$ cat config.mk
export PLATFORM = sky130hd
export DESIGN_NAME = rcc_capture
export DESIGN_NICKNAME = d
export VERILOG_FILES = /design/src/rcc_pkg.sv /design/src/rcc_capture.sv /design/src/rcc_pin_sync.sv
export SDC_FILE = /design/constraint.sdc
export NUM_CORES = 2
export LEC_CHECK = 0
export BUFFER_PORTS_ARGS = -buffer_cell sky130_fd_sc_hd__buf_4
export CORE_MARGIN = 4
export CORE_UTILIZATION = 60
export DETAILED_ROUTE_END_ITERATION = 7
export GPL_ROUTABILITY_DRIVEN = 1
export GPL_TIMING_DRIVEN = 1
export PLACE_DENSITY = 0.76
export SLEW_MARGIN = 5
export SYNTH_ARGS = -nofsm -noshare
export SYNTH_HDL_FRONTEND = slang
export SYNTH_HIERARCHICAL = 1
export SYNTH_SLANG_ARGS = --single-unit
$ cat constraint.sdc
create_clock -name clk -period 112.4 [get_ports clk]
set_clock_uncertainty 0.05 [all_clocks]
set_input_delay 11.24 -clock clk [delete_from_list [all_inputs] [get_ports clk]]
set_output_delay 11.24 -clock clk [all_outputs]
set_load 0.01 [all_outputs]
$ cat src/rcc_pkg.sv
`default_nettype none
package rcc_pkg;
    // Bus and field widths
    localparam int ADDR_W = 8;
    localparam int DATA_W = 32;
    localparam int IDX_W = 11;
    localparam int RATE_W = 16;
    localparam int GATE_W = 32;
    localparam int PAT_W = 32;
    localparam int PLEN_W = 6;
    localparam int DIDX_W = 6;
    localparam int WSH_W = 5;
    localparam int CTRL_W = 8;
    localparam int SYNC_W = 11;
    localparam int SUPV_W = 24;
    localparam int SUPV_N = 14;

    // Register offsets
    localparam logic [ADDR_W-1:0] A_CTRL = 8'h00;
    localparam logic [ADDR_W-1:0] A_CMD = 8'h04;
    localparam logic [ADDR_W-1:0] A_RATE = 8'h08;
    localparam logic [ADDR_W-1:0] A_GATE = 8'h0C;
    localparam logic [ADDR_W-1:0] A_PAT = 8'h10;
    localparam logic [ADDR_W-1:0] A_MASK = 8'h14;
    localparam logic [ADDR_W-1:0] A_PLEN = 8'h18;
    localparam logic [ADDR_W-1:0] A_STAT = 8'h1C;
    localparam logic [ADDR_W-1:0] A_COUNT = 8'h20;
    localparam logic [ADDR_W-1:0] A_DIDX = 8'h24;
    localparam logic [ADDR_W-1:0] A_DATA = 8'h28;
    localparam logic [ADDR_W-1:0] A_SUPV = 8'h2C;

    // Command bits
    localparam int CMD_ARM = 0;
    localparam int CMD_STOP = 1;

    // Status bit positions
    localparam int STAT_DONE = 0;
    localparam int STAT_OK = 1;
    localparam int STAT_OVF = 2;
    localparam int STAT_FULL = 3;
    localparam int STAT_STD = 4;
    localparam int STAT_STATE = 5;

    // Buffer sizes: control keeps one zero pad bit ahead of its 1583 bits
    localparam int BUF_DEPTH = 1584;
    localparam int CAP_VOICE = 1584;
    localparam int CAP_CTRL = 1583;
    localparam logic [IDX_W-1:0] NB_MSG = 11'h024;
    localparam logic [IDX_W-1:0] NB_PAR = 11'h00C;
    localparam logic [IDX_W-1:0] NB_LEN = NB_MSG + NB_PAR;

    // Sync words and supervisory codes, plain defaults
    localparam logic [SYNC_W-1:0] WB_SYNC_DEF = 11'h712;
    localparam logic [SYNC_W-1:0] NB_SYNC_DEF = 11'h5A3;
    localparam logic [SUPV_W-1:0] SUPV_CODES [SUPV_N] = '{
        24'h000001, 24'h000002, 24'h000003, 24'h000004, 24'h000005,
        24'h000006, 24'h000007, 24'h000011, 24'h000012, 24'h000013,
        24'h000014, 24'h000015, 24'h000016, 24'h000017};

    // Reset values and sampler rate constants
    localparam logic [RATE_W-1:0] RATE_RST = 16'h0014;
    localparam logic [RATE_W-1:0] RATE_MIN = 16'h0002;
    localparam logic [RATE_W-1:0] RATE_ONE = 16'h0001;
    localparam logic [GATE_W-1:0] GATE_RST = 32'h0000FFFF;
    localparam logic [PAT_W-1:0] PAT_RST = 32'h00000000;
    localparam logic [PLEN_W-1:0] PLEN_RST = 6'h00;

    typedef enum logic [2:0] {
        ST_IDLE = 3'b001,
        ST_HUNT = 3'b010,
        ST_CAPT = 3'b100
    } rcc_state_t;

    typedef enum logic [1:0] {
        M_SUPV = 2'b00,
        M_DATA = 2'b01,
        M_DTMF = 2'b10
    } rcc_meas_t;

    typedef struct packed {
        logic [1:0] src;
        rcc_meas_t meas;
        logic nb;
        logic cont;
        logic inv;
        logic voice;
    } rcc_ctrl_t;

    localparam rcc_ctrl_t CTRL_RST = 8'h00;
endpackage
`default_nettype wire

$ cat src/rcc_capture.sv
`default_nettype none
module rcc_capture #(
    parameter int DEPTH = rcc_pkg::BUF_DEPTH,
    parameter logic [rcc_pkg::SYNC_W-1:0] WB_SYNC = rcc_pkg::WB_SYNC_DEF,
    parameter logic [rcc_pkg::SYNC_W-1:0] NB_SYNC = rcc_pkg::NB_SYNC_DEF
) (
    input wire logic clk,
    input wire logic rst,
    input wire logic ce,
    input wire logic data_pin,
    input wire logic [rcc_pkg::ADDR_W-1:0] addr,
    input wire logic [rcc_pkg::DATA_W-1:0] wr_data,
    input wire logic wr_stb,
    input wire logic rd_stb,
    output logic [rcc_pkg::DATA_W-1:0] rd_data,
    output logic [1:0] analyzer_input_source,
    output logic capture_active,
    output logic buffer_full
);
    localparam int IW = rcc_pkg::IDX_W;

    rcc_pkg::rcc_ctrl_t ctrl_q;
    rcc_pkg::rcc_state_t st_q, st_d;
    logic [rcc_pkg::RATE_W-1:0] rate_q, phase_q;
    logic [rcc_pkg::GATE_W-1:0] gate_q, gate_left_q;
    logic [rcc_pkg::PAT_W-1:0] pat_q, mask_q;
    logic [rcc_pkg::PLEN_W-1:0] plen_q;
    logic [rcc_pkg::DIDX_W-1:0] didx_q;
    logic [DEPTH-1:0] buf_q;
    logic [IW-1:0] wr_idx_q;
    logic [rcc_pkg::SYNC_W-1:0] sync_q;
    logic [rcc_pkg::SUPV_W-1:0] supv_sh_q, supv_disp_q;
    logic [rcc_pkg::DATA_W-1:0] rd_data_q, rd_data_d, data_word;
    logic pad_q, done_q, ok_q, ovf_q, std_q, prev_q, data_s;

    // Match against pattern; bit i of the pattern is the i-th bit after trigger
    function automatic logic pat_match(input logic [DEPTH-1:0] b,
                                       input logic [IW-1:0] fill,
                                       input logic off,
                                       input logic [rcc_pkg::PAT_W-1:0] pat,
                                       input logic [rcc_pkg::PAT_W-1:0] mask,
                                       input logic [rcc_pkg::PLEN_W-1:0] len);
        logic bad;
        logic [IW-1:0] k;
        bad = 1'b0;
        k = '0;
        for (int i = 0; i < rcc_pkg::PAT_W; i++) begin
            k = IW'(i) + IW'(off);
            if (i < int'(len) && mask[i] && (k >= fill || b[k] != pat[i])) begin
                bad = 1'b1;
            end
        end
        return !bad;
    endfunction

    // Standard supervisory code lookup
    function automatic logic is_std(input logic [rcc_pkg::SUPV_W-1:0] code);
        logic hit;
        hit = 1'b0;
        for (int i = 0; i < rcc_pkg::SUPV_N; i++) begin
            if (code == rcc_pkg::SUPV_CODES[i]) begin
                hit = 1'b1;
            end
        end
        return hit;
    endfunction

    rcc_pin_sync u_pin (
        .clk(clk),
        .rst(rst),
        .ce(ce),
        .pin(data_pin),
        .level(data_s)
    );

    // Bus decode
    wire wr_ctrl = wr_stb && addr == rcc_pkg::A_CTRL;
    wire wr_cmd = wr_stb && addr == rcc_pkg::A_CMD;
    wire arm = wr_cmd && wr_data[rcc_pkg::CMD_ARM];
    wire stop = wr_cmd && wr_data[rcc_pkg::CMD_STOP];

    // Bit sampler: realign on each pin edge, sample mid bit
    wire edge_s = data_s != prev_q;
    wire [rcc_pkg::RATE_W-1:0] half = rate_q >> 1;
    wire rx_bit = ce && rate_q >= rcc_pkg::RATE_MIN && !edge_s && phase_q == half;
    wire bit_v = data_s ^ ctrl_q.inv;

    // Mode decode
    // channel and measure
    wire nb_mode = ctrl_q.nb && ctrl_q.voice;
    wire nb_data = nb_mode && ctrl_q.meas == rcc_pkg::M_DATA;
    wire supv_en = nb_mode && ctrl_q.meas == rcc_pkg::M_SUPV && st_q != rcc_pkg::ST_IDLE;
    wire cap_ok = !nb_mode || nb_data;
    wire pad_start = !ctrl_q.voice;
    wire [rcc_pkg::SYNC_W-1:0] sync_d = {sync_q[rcc_pkg::SYNC_W-2:0], bit_v};
    wire [rcc_pkg::SUPV_W-1:0] supv_d = {supv_sh_q[rcc_pkg::SUPV_W-2:0], bit_v};
    wire sync_hit = rx_bit && sync_d == (nb_mode ? NB_SYNC : WB_SYNC);

    // Capture sequencing terms
    // trigger on last sync bit
    wire start = st_q == rcc_pkg::ST_HUNT && !stop && !arm && sync_hit && cap_ok;
    wire full_now = wr_idx_q == IW'(DEPTH);
    wire gate_end = gate_left_q == '0;
    wire nb_end = wr_idx_q == rcc_pkg::NB_LEN;
    wire cap_end = st_q == rcc_pkg::ST_CAPT && (nb_mode ? nb_end : (gate_end || full_now));
    wire end_ev = cap_end && !stop && !arm;
    wire wr_bit = st_q == rcc_pkg::ST_CAPT && rx_bit && !cap_end;
    wire pat_ok = pat_match(buf_q, wr_idx_q, pad_q, pat_q, mask_q, plen_q);
    // count excludes the pad bit, unused in narrowband
    wire [IW-1:0] bit_count = nb_mode ? '0 : wr_idx_q - IW'(pad_q);
    wire [rcc_pkg::DATA_W-1:0] stat_w = {24'h000000, st_q, std_q, full_now, ovf_q,
                                         ok_q, done_q};

    // 32-bit word of captured bits, first bit in the top, unfilled bits zero
    genvar j;
    generate
        for (j = 0; j < rcc_pkg::DATA_W; j++) begin : g_word
            wire [IW-1:0] idx = {didx_q, {rcc_pkg::WSH_W{1'b0}}} + IW'(j);
            assign data_word[rcc_pkg::DATA_W-1-j] = ok_q && idx < wr_idx_q && buf_q[idx];
        end
    endgenerate

    // Capture state machine
    always_comb begin
        st_d = st_q;
        if (stop) begin
            st_d = rcc_pkg::ST_IDLE;
        end else if (arm) begin
            st_d = rcc_pkg::ST_HUNT;
        end else begin
            case (st_q)
                rcc_pkg::ST_IDLE: st_d = rcc_pkg::ST_IDLE;
                rcc_pkg::ST_HUNT: begin
                    if (start) begin
                        st_d = rcc_pkg::ST_CAPT;
                    end
                end
                rcc_pkg::ST_CAPT: begin
                    // rearm in continuous or narrowband message
                    if (cap_end) begin
                        st_d = (nb_mode || ctrl_q.cont) ? rcc_pkg::ST_HUNT : rcc_pkg::ST_IDLE;
                    end
                end
                default: st_d = rcc_pkg::ST_IDLE;
            endcase
        end
    end

    // Read mux
    always_comb begin
        rd_data_d = '0;
        if (addr == rcc_pkg::A_CTRL) begin
            rd_data_d = rcc_pkg::DATA_W'(ctrl_q);
        end else if (addr == rcc_pkg::A_RATE) begin
            rd_data_d = rcc_pkg::DATA_W'(rate_q);
        end else if (addr == rcc_pkg::A_GATE) begin
            rd_data_d = gate_q;
        end else if (addr == rcc_pkg::A_PAT) begin
            rd_data_d = pat_q;
        end else if (addr == rcc_pkg::A_MASK) begin
            rd_data_d = mask_q;
        end else if (addr == rcc_pkg::A_PLEN) begin
            rd_data_d = rcc_pkg::DATA_W'(plen_q);
        end else if (addr == rcc_pkg::A_STAT) begin
            rd_data_d = stat_w;
        end else if (addr == rcc_pkg::A_COUNT) begin
            rd_data_d = rcc_pkg::DATA_W'(bit_count);
        end else if (addr == rcc_pkg::A_DIDX) begin
            rd_data_d = rcc_pkg::DATA_W'(didx_q);
        end else if (addr == rcc_pkg::A_DATA) begin
            rd_data_d = data_word;
        end else if (addr == rcc_pkg::A_SUPV) begin
            rd_data_d = rcc_pkg::DATA_W'(supv_disp_q);
        end
    end

    // Configuration registers
    always_ff @(posedge clk or posedge rst) begin
        if (rst) begin
            ctrl_q <= rcc_pkg::CTRL_RST;
            rate_q <= rcc_pkg::RATE_RST;
            gate_q <= rcc_pkg::GATE_RST;
            pat_q <= rcc_pkg::PAT_RST;
            mask_q <= rcc_pkg::PAT_RST;
            plen_q <= rcc_pkg::PLEN_RST;
            didx_q <= '0;
        end else if (ce && wr_stb) begin
            if (wr_ctrl) begin
                ctrl_q <= rcc_pkg::rcc_ctrl_t'(wr_data[rcc_pkg::CTRL_W-1:0]);
            end else if (addr == rcc_pkg::A_RATE) begin
                rate_q <= wr_data[rcc_pkg::RATE_W-1:0];
            end else if (addr == rcc_pkg::A_GATE) begin
                gate_q <= wr_data;
            end else if (addr == rcc_pkg::A_PAT) begin
                pat_q <= wr_data;
            end else if (addr == rcc_pkg::A_MASK) begin
                mask_q <= wr_data;
            end else if (addr == rcc_pkg::A_PLEN) begin
                plen_q <= wr_data[rcc_pkg::PLEN_W-1:0];
            end else if (addr == rcc_pkg::A_DIDX) begin
                didx_q <= wr_data[rcc_pkg::DIDX_W-1:0];
            end
        end
    end

    // Read data, one cycle after the strobe
    always_ff @(posedge clk or posedge rst) begin
        if (rst) begin
            rd_data_q <= '0;
        end else if (ce) begin
            rd_data_q <= rd_stb ? rd_data_d : '0;
        end
    end

    always_ff @(posedge clk or posedge rst) begin
        if (rst) begin
            phase_q <= '0;
            prev_q <= 1'b0;
            sync_q <= '0;
        end else if (ce) begin
            prev_q <= data_s;
            phase_q <= (edge_s || phase_q >= rate_q - rcc_pkg::RATE_ONE) ? '0 : phase_q + 1'b1;
            if (rx_bit) begin
                sync_q <= sync_d;
            end
        end
    end

    // State, write index and gate timer
    always_ff @(posedge clk or posedge rst) begin
        if (rst) begin
            st_q <= rcc_pkg::ST_IDLE;
            wr_idx_q <= '0;
            gate_left_q <= '0;
            pad_q <= 1'b0;
        end else if (ce) begin
            st_q <= st_d;
            if (start) begin
                // pad bit ahead of control data
                wr_idx_q <= IW'(pad_start);
                pad_q <= pad_start;
                gate_left_q <= gate_q;
            end else begin
                if (wr_bit) begin
                    wr_idx_q <= wr_idx_q + 1'b1;
                end
                if (st_q == rcc_pkg::ST_CAPT && !gate_end) begin
                    gate_left_q <= gate_left_q - 1'b1;
                end
            end
        end
    end

    // Bit storage
    always_ff @(posedge clk or posedge rst) begin
        if (rst) begin
            buf_q <= '0;
        end else if (ce) begin
            if (start && pad_start) begin
                buf_q[0] <= 1'b0;
            end else if (wr_bit) begin
                buf_q[wr_idx_q] <= bit_v;
            end
        end
    end

    // Result flags; an arm clears them even in the cycle a capture ends
    always_ff @(posedge clk or posedge rst) begin
        if (rst) begin
            done_q <= 1'b0;
            ok_q <= 1'b0;
            ovf_q <= 1'b0;
        end else if (ce) begin
            if (end_ev) begin
                done_q <= 1'b1;
                ok_q <= nb_mode || pat_ok;
                // buffer filled before the gate ran out
                ovf_q <= !nb_mode && full_now && !gate_end;
            end else if (arm || start) begin
                done_q <= 1'b0;
                ok_q <= 1'b0;
                ovf_q <= arm ? 1'b0 : ovf_q;
            end
        end
    end

    always_ff @(posedge clk or posedge rst) begin
        if (rst) begin
            supv_sh_q <= '0;
            supv_disp_q <= '0;
            std_q <= 1'b0;
        end else if (ce) begin
            if (arm) begin
                std_q <= 1'b0;
                supv_disp_q <= '0;
            end else if (supv_en && rx_bit) begin
                supv_sh_q <= supv_d;
                if (is_std(supv_d)) begin
                    supv_disp_q <= supv_d;
                    std_q <= 1'b1;
                end else if (!std_q) begin
                    supv_disp_q <= supv_d;
                end
            end
        end
    end

    assign rd_data = rd_data_q;
    assign analyzer_input_source = ctrl_q.src;
    assign capture_active = st_q == rcc_pkg::ST_CAPT;
    assign buffer_full = full_now;
endmodule
`default_nettype wire

$ cat src/rcc_pin_sync.sv
`default_nettype none
module rcc_pin_sync (
    input wire logic clk,
    input wire logic rst,
    input wire logic ce,
    input wire logic pin,
    output logic level
);
    logic s1_q, s2_q, s3_q, level_q;

    // Three stages; level moves only once stages two and three agree
    always_ff @(posedge clk or posedge rst) begin
        if (rst) begin
            s1_q <= 1'b0;
            s2_q <= 1'b0;
            s3_q <= 1'b0;
            level_q <= 1'b0;
        end else if (ce) begin
            s1_q <= pin;
            s2_q <= s1_q;
            s3_q <= s2_q;
            if (s2_q == s3_q) begin
                level_q <= s3_q;
            end
        end
    end

    assign level = level_q;
endmodule
`default_nettype wire

Yosys cells after proc, flatten, opt, wreduce, memory -nomap -nowiden
Index checks and enable logic that the tools add are counted.
- multiplexer cells: 221
- add/sub/neg operators: 67
- bitwise logic cells: 9
- eq/ne operators: 70
- reduce and logical (&&, ||, !) cells: 232
- magnitude comparators: 164
- operator list (kind ; number):
    1584-bit bitwise mux ; 1
    1-bit binary-select mux with 11-bit select ; 62
    32-bit two-way mux ; 13
    11-bit by 12-bit less-than comparator with 1-bit output, second input constant ; 33
    11-bit less-than comparator ; 32
    6-bit by 12-bit less-than comparator with 1-bit output, second input constant ; 16
    11-bit by 5-bit adder with 11-bit output, second input constant ; 16
    6-bit by 11-bit greater-or-equal comparator with 1-bit output ; 16
    24-bit by 5-bit == test with 1-bit output, second input constant ; 7
    1-bit logical AND ; 156
    1-bit two-way mux ; 127
    24-bit two-way mux ; 5
    5-bit by 1-bit adder with 6-bit output, first input constant ; 16
    24-bit by 3-bit == test with 1-bit output, second input constant ; 4
    5-bit by 12-bit less-than comparator with 1-bit output, second input constant ; 8
    5-bit by 6-bit less-than comparator with 1-bit output, first input constant ; 16
    11-bit by 4-bit adder with 11-bit output, second input constant ; 8
    5-bit by 11-bit greater-or-equal comparator with 1-bit output ; 8
    24-bit by 2-bit == test with 1-bit output, second input constant ; 2
    4-bit by 12-bit less-than comparator with 1-bit output, second input constant ; 4
    4-bit by 6-bit less-than comparator with 1-bit output, first input constant ; 8
    11-bit by 3-bit adder with 11-bit output, second input constant ; 4
    4-bit by 11-bit greater-or-equal comparator with 1-bit output ; 4
    4-bit by 1-bit adder with 5-bit output, first input constant ; 8
    other kinds (61) ; 189
- word-level logic and storage cells: 795
- output and inout port bits: 36
- flip-flop bits (word level): 1877

Longest topological paths before layout
- word-level depth: 40
- gate-level depth with buffers: 16
- depth with buffers taken out: 14

Modules after synthesis
The synthesis kept the hierarchy.
- modules (own cells, without submodules) (module ; seq. area each (µm²) ; times used ; area an instance (µm²) ; cells an instance):
    rcc_capture ; 46893.7 ; 1 ; 94420.6 ; 8683
    rcc_pin_sync ; 100.1 ; 1 ; 158.9 ; 13

Worst setup path after synthesis
No wires, ideal clock.
- path type: in2reg
- start: input port addr[3] (netlist name)
- end: register mask_q[0] (netlist name)
- setup time: 0.125 ns
- data arrival time: 13.111 ns
- cell stages on the path: 7
- setup slack: 99.114 ns
- cells stage by stage: clkbuf_1 > or4_1 > nor2_1 > nor3_1 > nand2_1 > buf_2 > mux2_2
- cells in the longest elaborated chain, start to end: 4
- elaborated cells between the ends (all ways): 11
- classes of those cells: 4 x eq/ne; 4 x bitwise; 3 x reduce/logical
- ends and longest elaborated chain (what ; RTL line ; source):
    start, declared ; rcc_capture.sv:11 ; input wire logic [rcc_pkg::ADDR_W-1:0] addr,
    8-bit logical NOT ; rcc_capture.sv:77 ; wire wr_ctrl = wr_stb && addr == rcc_pkg::A_CTRL;
    1-bit logical AND ; rcc_capture.sv:77 ;
    1-bit NOT (no line) ; -- ;
    6-bit AND reduction (no line) * ; -- ;
    end signal, assigned ; rcc_capture.sv:184 ; mask_q <= rcc_pkg::PAT_RST;
    end signal, assigned ; rcc_capture.sv:197 ; mask_q <= wr_data;
    end, declared ; rcc_capture.sv:26 ; logic [rcc_pkg::PAT_W-1:0] pat_q, mask_q;
Mark *: on every way between the ends. The rest lies on a longest branch, timed or not.
A chain may end at the register's enable or synchronous reset.

==> reports/summary.txt <==
status: finished clean
die width: 405 um
largest cells by area after synthesis: dfrtp_1, o31ai_1, o21ai_0
sink count of the clock tree: 1877
CP bufs+invs: 7
CTS clock-pin slew for the worst setup and hold paths: 0.06 ns
Buffers on Ports: 81
Main synth FF type: dfrtp_1
hold crit path type: reg2reg
TritonRoute pass-1 iters: 7
layout cells sized above 1: 14.0%
Net Sw Power: 0.000394 W
synthesis warning total: 6
max_slew headroom: 9.59%
layout net count: 8372
Initial DRC Count: 10400
vias in the first global route: 71700
top cells by count, synth: dfrtp_1, o21ai_0, o31ai_1
Max rail drop VDD: 0.0000203 V
Yosys top cell area share: 49.2%
drt drc: 0
synth unique cells: 91
gr usage total: 35.2%
Clk pwr share: 45.4%
row cnt: 145
first-pass GRT wire length: 444000 um
leading area contributor after synthesis: dfrtp_1
Final Cell Area: 102000 um2
Initial Utilization: 60.5%
CP Max Fanout: 134
CTS resizes: 0
CP dominant cell by count: buf_4
async set or reset register ratio after synthesis: 100%
Internal Power: 0.00109 W
Area after DPL: 95100 um2
crit path launch type: input port
CTS H-Tree Depth: 4
Critical Path, Cell by Cell: buf_4, inv_8, buf_4, buf_4, buf_4, buf_4, buf_4
largest net degree at the start of global routing: 288
Required @ worst endpoint: 113.21 ns
Slew Limit Fails: 0
WS Path Type: in2async
PwrDens: 14.6 nW/um2
Seq cells post-synth: 1877
RSZ-0062 raised after global routing: no
syn_area_per_cell: 10.9 um2
Critical Path Max Stage Delay: 0.92 ns
Post-Route WL: 290000 um
fmax: 0.0642 GHz
Placeable Area: 156000 um2
critical path endpoint category: asynchronous set/reset pin
crit path DAT: 16.39 ns
crit path max-delay cell type: buf_4
Final Critical Period: 15.58 ns
fillers: 11700
CTS tree: done
GP Congestion: 1.01
Die Y-Extent: 405 um
Final Cycle Share: 13.9%
vias per std cell: 7.11
vias: 74700
Seq pwr share: 46.0%
Net Sw Frac: 26.5%
endpoints failing hold: 0
grt ovf: 0
Worst-Margin Slew: 1.32 ns
Setup TNS: 0 ns
root buf cell: clkbuf_16
Layout area overhead: 7.65%
die area: 164000 um2
most numerous cell in the Yosys netlist: dfrtp_1
Mapped Cells: 8696
drt wl/cell: 27.6 um
# IOs: 82
hold_buf cts: 0
max_cap viols: 0
combinational power share: 8.6%
# setup viols final: 0
post-synthesis sequential area ratio: 49.7%
syn nets: 8787
clk_lat worst skew: 0.85 ns
Post-synth EDFFs: 0
TritonCTS Buffers: 193
DP Wirelength: 186000 um
Leakage: 41.2 nW
Worst path top cell family by delay: buffers and inverters
Final ANT Viol Nets: 0
Syn Std Cell Area: 94600 um2
initial antenna violation count: 13
clk buf depth: 3
postcts setup bufs: 0
-- metrics by stage --
stage          instances  utilization (%)  hold WS [ns]  power, W  setup WS (ns)
4_1_cts            10500             65.1         0.445   0.00149          96.70
3_3_place_gp       10100             60.8         0.430  0.000819          95.95
5_1_grt            10500             65.1         0.459   0.00153          96.03
2_1_floorplan       8696                -         0.396  0.000791          48.25
3_5_place_dp       10100             60.8         0.429  0.000821          95.81
6_report           10500             65.1         0.448   0.00149          96.82
-- power groups by stage --
| stage | Clock, W | Combinational (W) | Sequential (W) |
|---|---|---|---|
| floorplan | 0 | 0.0000956 | 0.000696 |
| finish | 0.000674 | 0.000128 | 0.000684 |
| detailed placement | 0 | 0.000125 | 0.000696 |
| global route | 0.000706 | 0.000138 | 0.000683 |
| global placement | 0 | 0.000123 | 0.000696 |
| CTS | 0.000677 | 0.000125 | 0.000683 |
-- logic make-up after synthesis --
family,Yosys count,synth area share [%]
and+or+nand+nor,1240,5.77
AOI/OAI and AO/OA,3807,25.5
DFF,1877,49.7
buffers and inverters,864,4.45
xor gates and xnor gates,123,1.14
adders and majority gates,45,0.595
muxes,740,12.9
-- registers in the layout (all words and copies together), names as in the netlist, 2 cells and up --
register	flops
supv_disp_q	24
mask_q	32
supv_sh_q	23
phase_q	16
wr_idx_q	11
rd_data	32
plen_q	6
pat_q	32
didx_q	6
st_q	3
rate_q	16
gate_q	32
ctrl_q	6
analyzer_input_source	2
sync_q	10
buf_q	1584
gate_left_q	32
-- layout by cell type (no fill, tap or decap), drive strengths merged, types with 45 or more instances in the layout --
cell and instances:
a21oi 156, a221oi 79, buf 212, clkbuf 275, dfrtp 1858, ha 45, mux2 171, mux2i 204
mux4 365, nand2 687, nand3 78, nand4 48, nor2 227, nor3 65, o21ai 1735, o31ai 1589
xnor2 79
-- final cells by class --
class / count / area, um2 / area share (%)
repair buffers: 212 / 1740 / 1.71
clock inverters: 76 / 1050 / 1.03
diodes: 8 / 20.0 / 0.0197
inverters: 42 / 170 / 0.167
well taps: 2058 / 2570 / 2.53
multi-input cells: 5955 / 43600 / 42.9
flip-flops and latches: 1877 / 47000 / 46.2
clock buffers: 275 / 5600 / 5.50
-- path summary, 6_finish.rpt --
kind | from | to | slack, ns | cells past startpoint
max reg2reg | wr_idx_q[8] | buf_q[434] | 105.70 | 12
min in group asynchronous | rst | u_pin/s1_q | 10.30 | 2
min | rd_data[23] | rd_data[23] | 0.45 | 1
max | rst | buf_q[586] | 96.82 | 7
min reg2reg | rd_data[23] | rd_data[23] | 0.45 | 1
max in group clk | ce | buf_q[434] | 97.37 | 12
-- routing by layer --
layer	track usage (%)	up-vias	routed length, um
met5	0	-	55
met4	18.5	8	17400
met3	8.94	812	29200
met2	52.3	3738	129000
met1	48.3	37400	114000
li1	-	32700	-
-- worst register-to-register path, stage by stage, from the launching register on --
cell and delay [ns]:
dfrtp_1 0.53, or3_1 0.76, nor2_2 0.71, a21oi_1 0.36
o32ai_2 0.37, nor3_4 0.07, buf_4 0.25, nand2_8 0.51
buf_4 0.77, buf_4 0.81, buf_4 0.97, o21ai_0 0.31
o31ai_1 0.12
(Power assumes the default switching activity.)
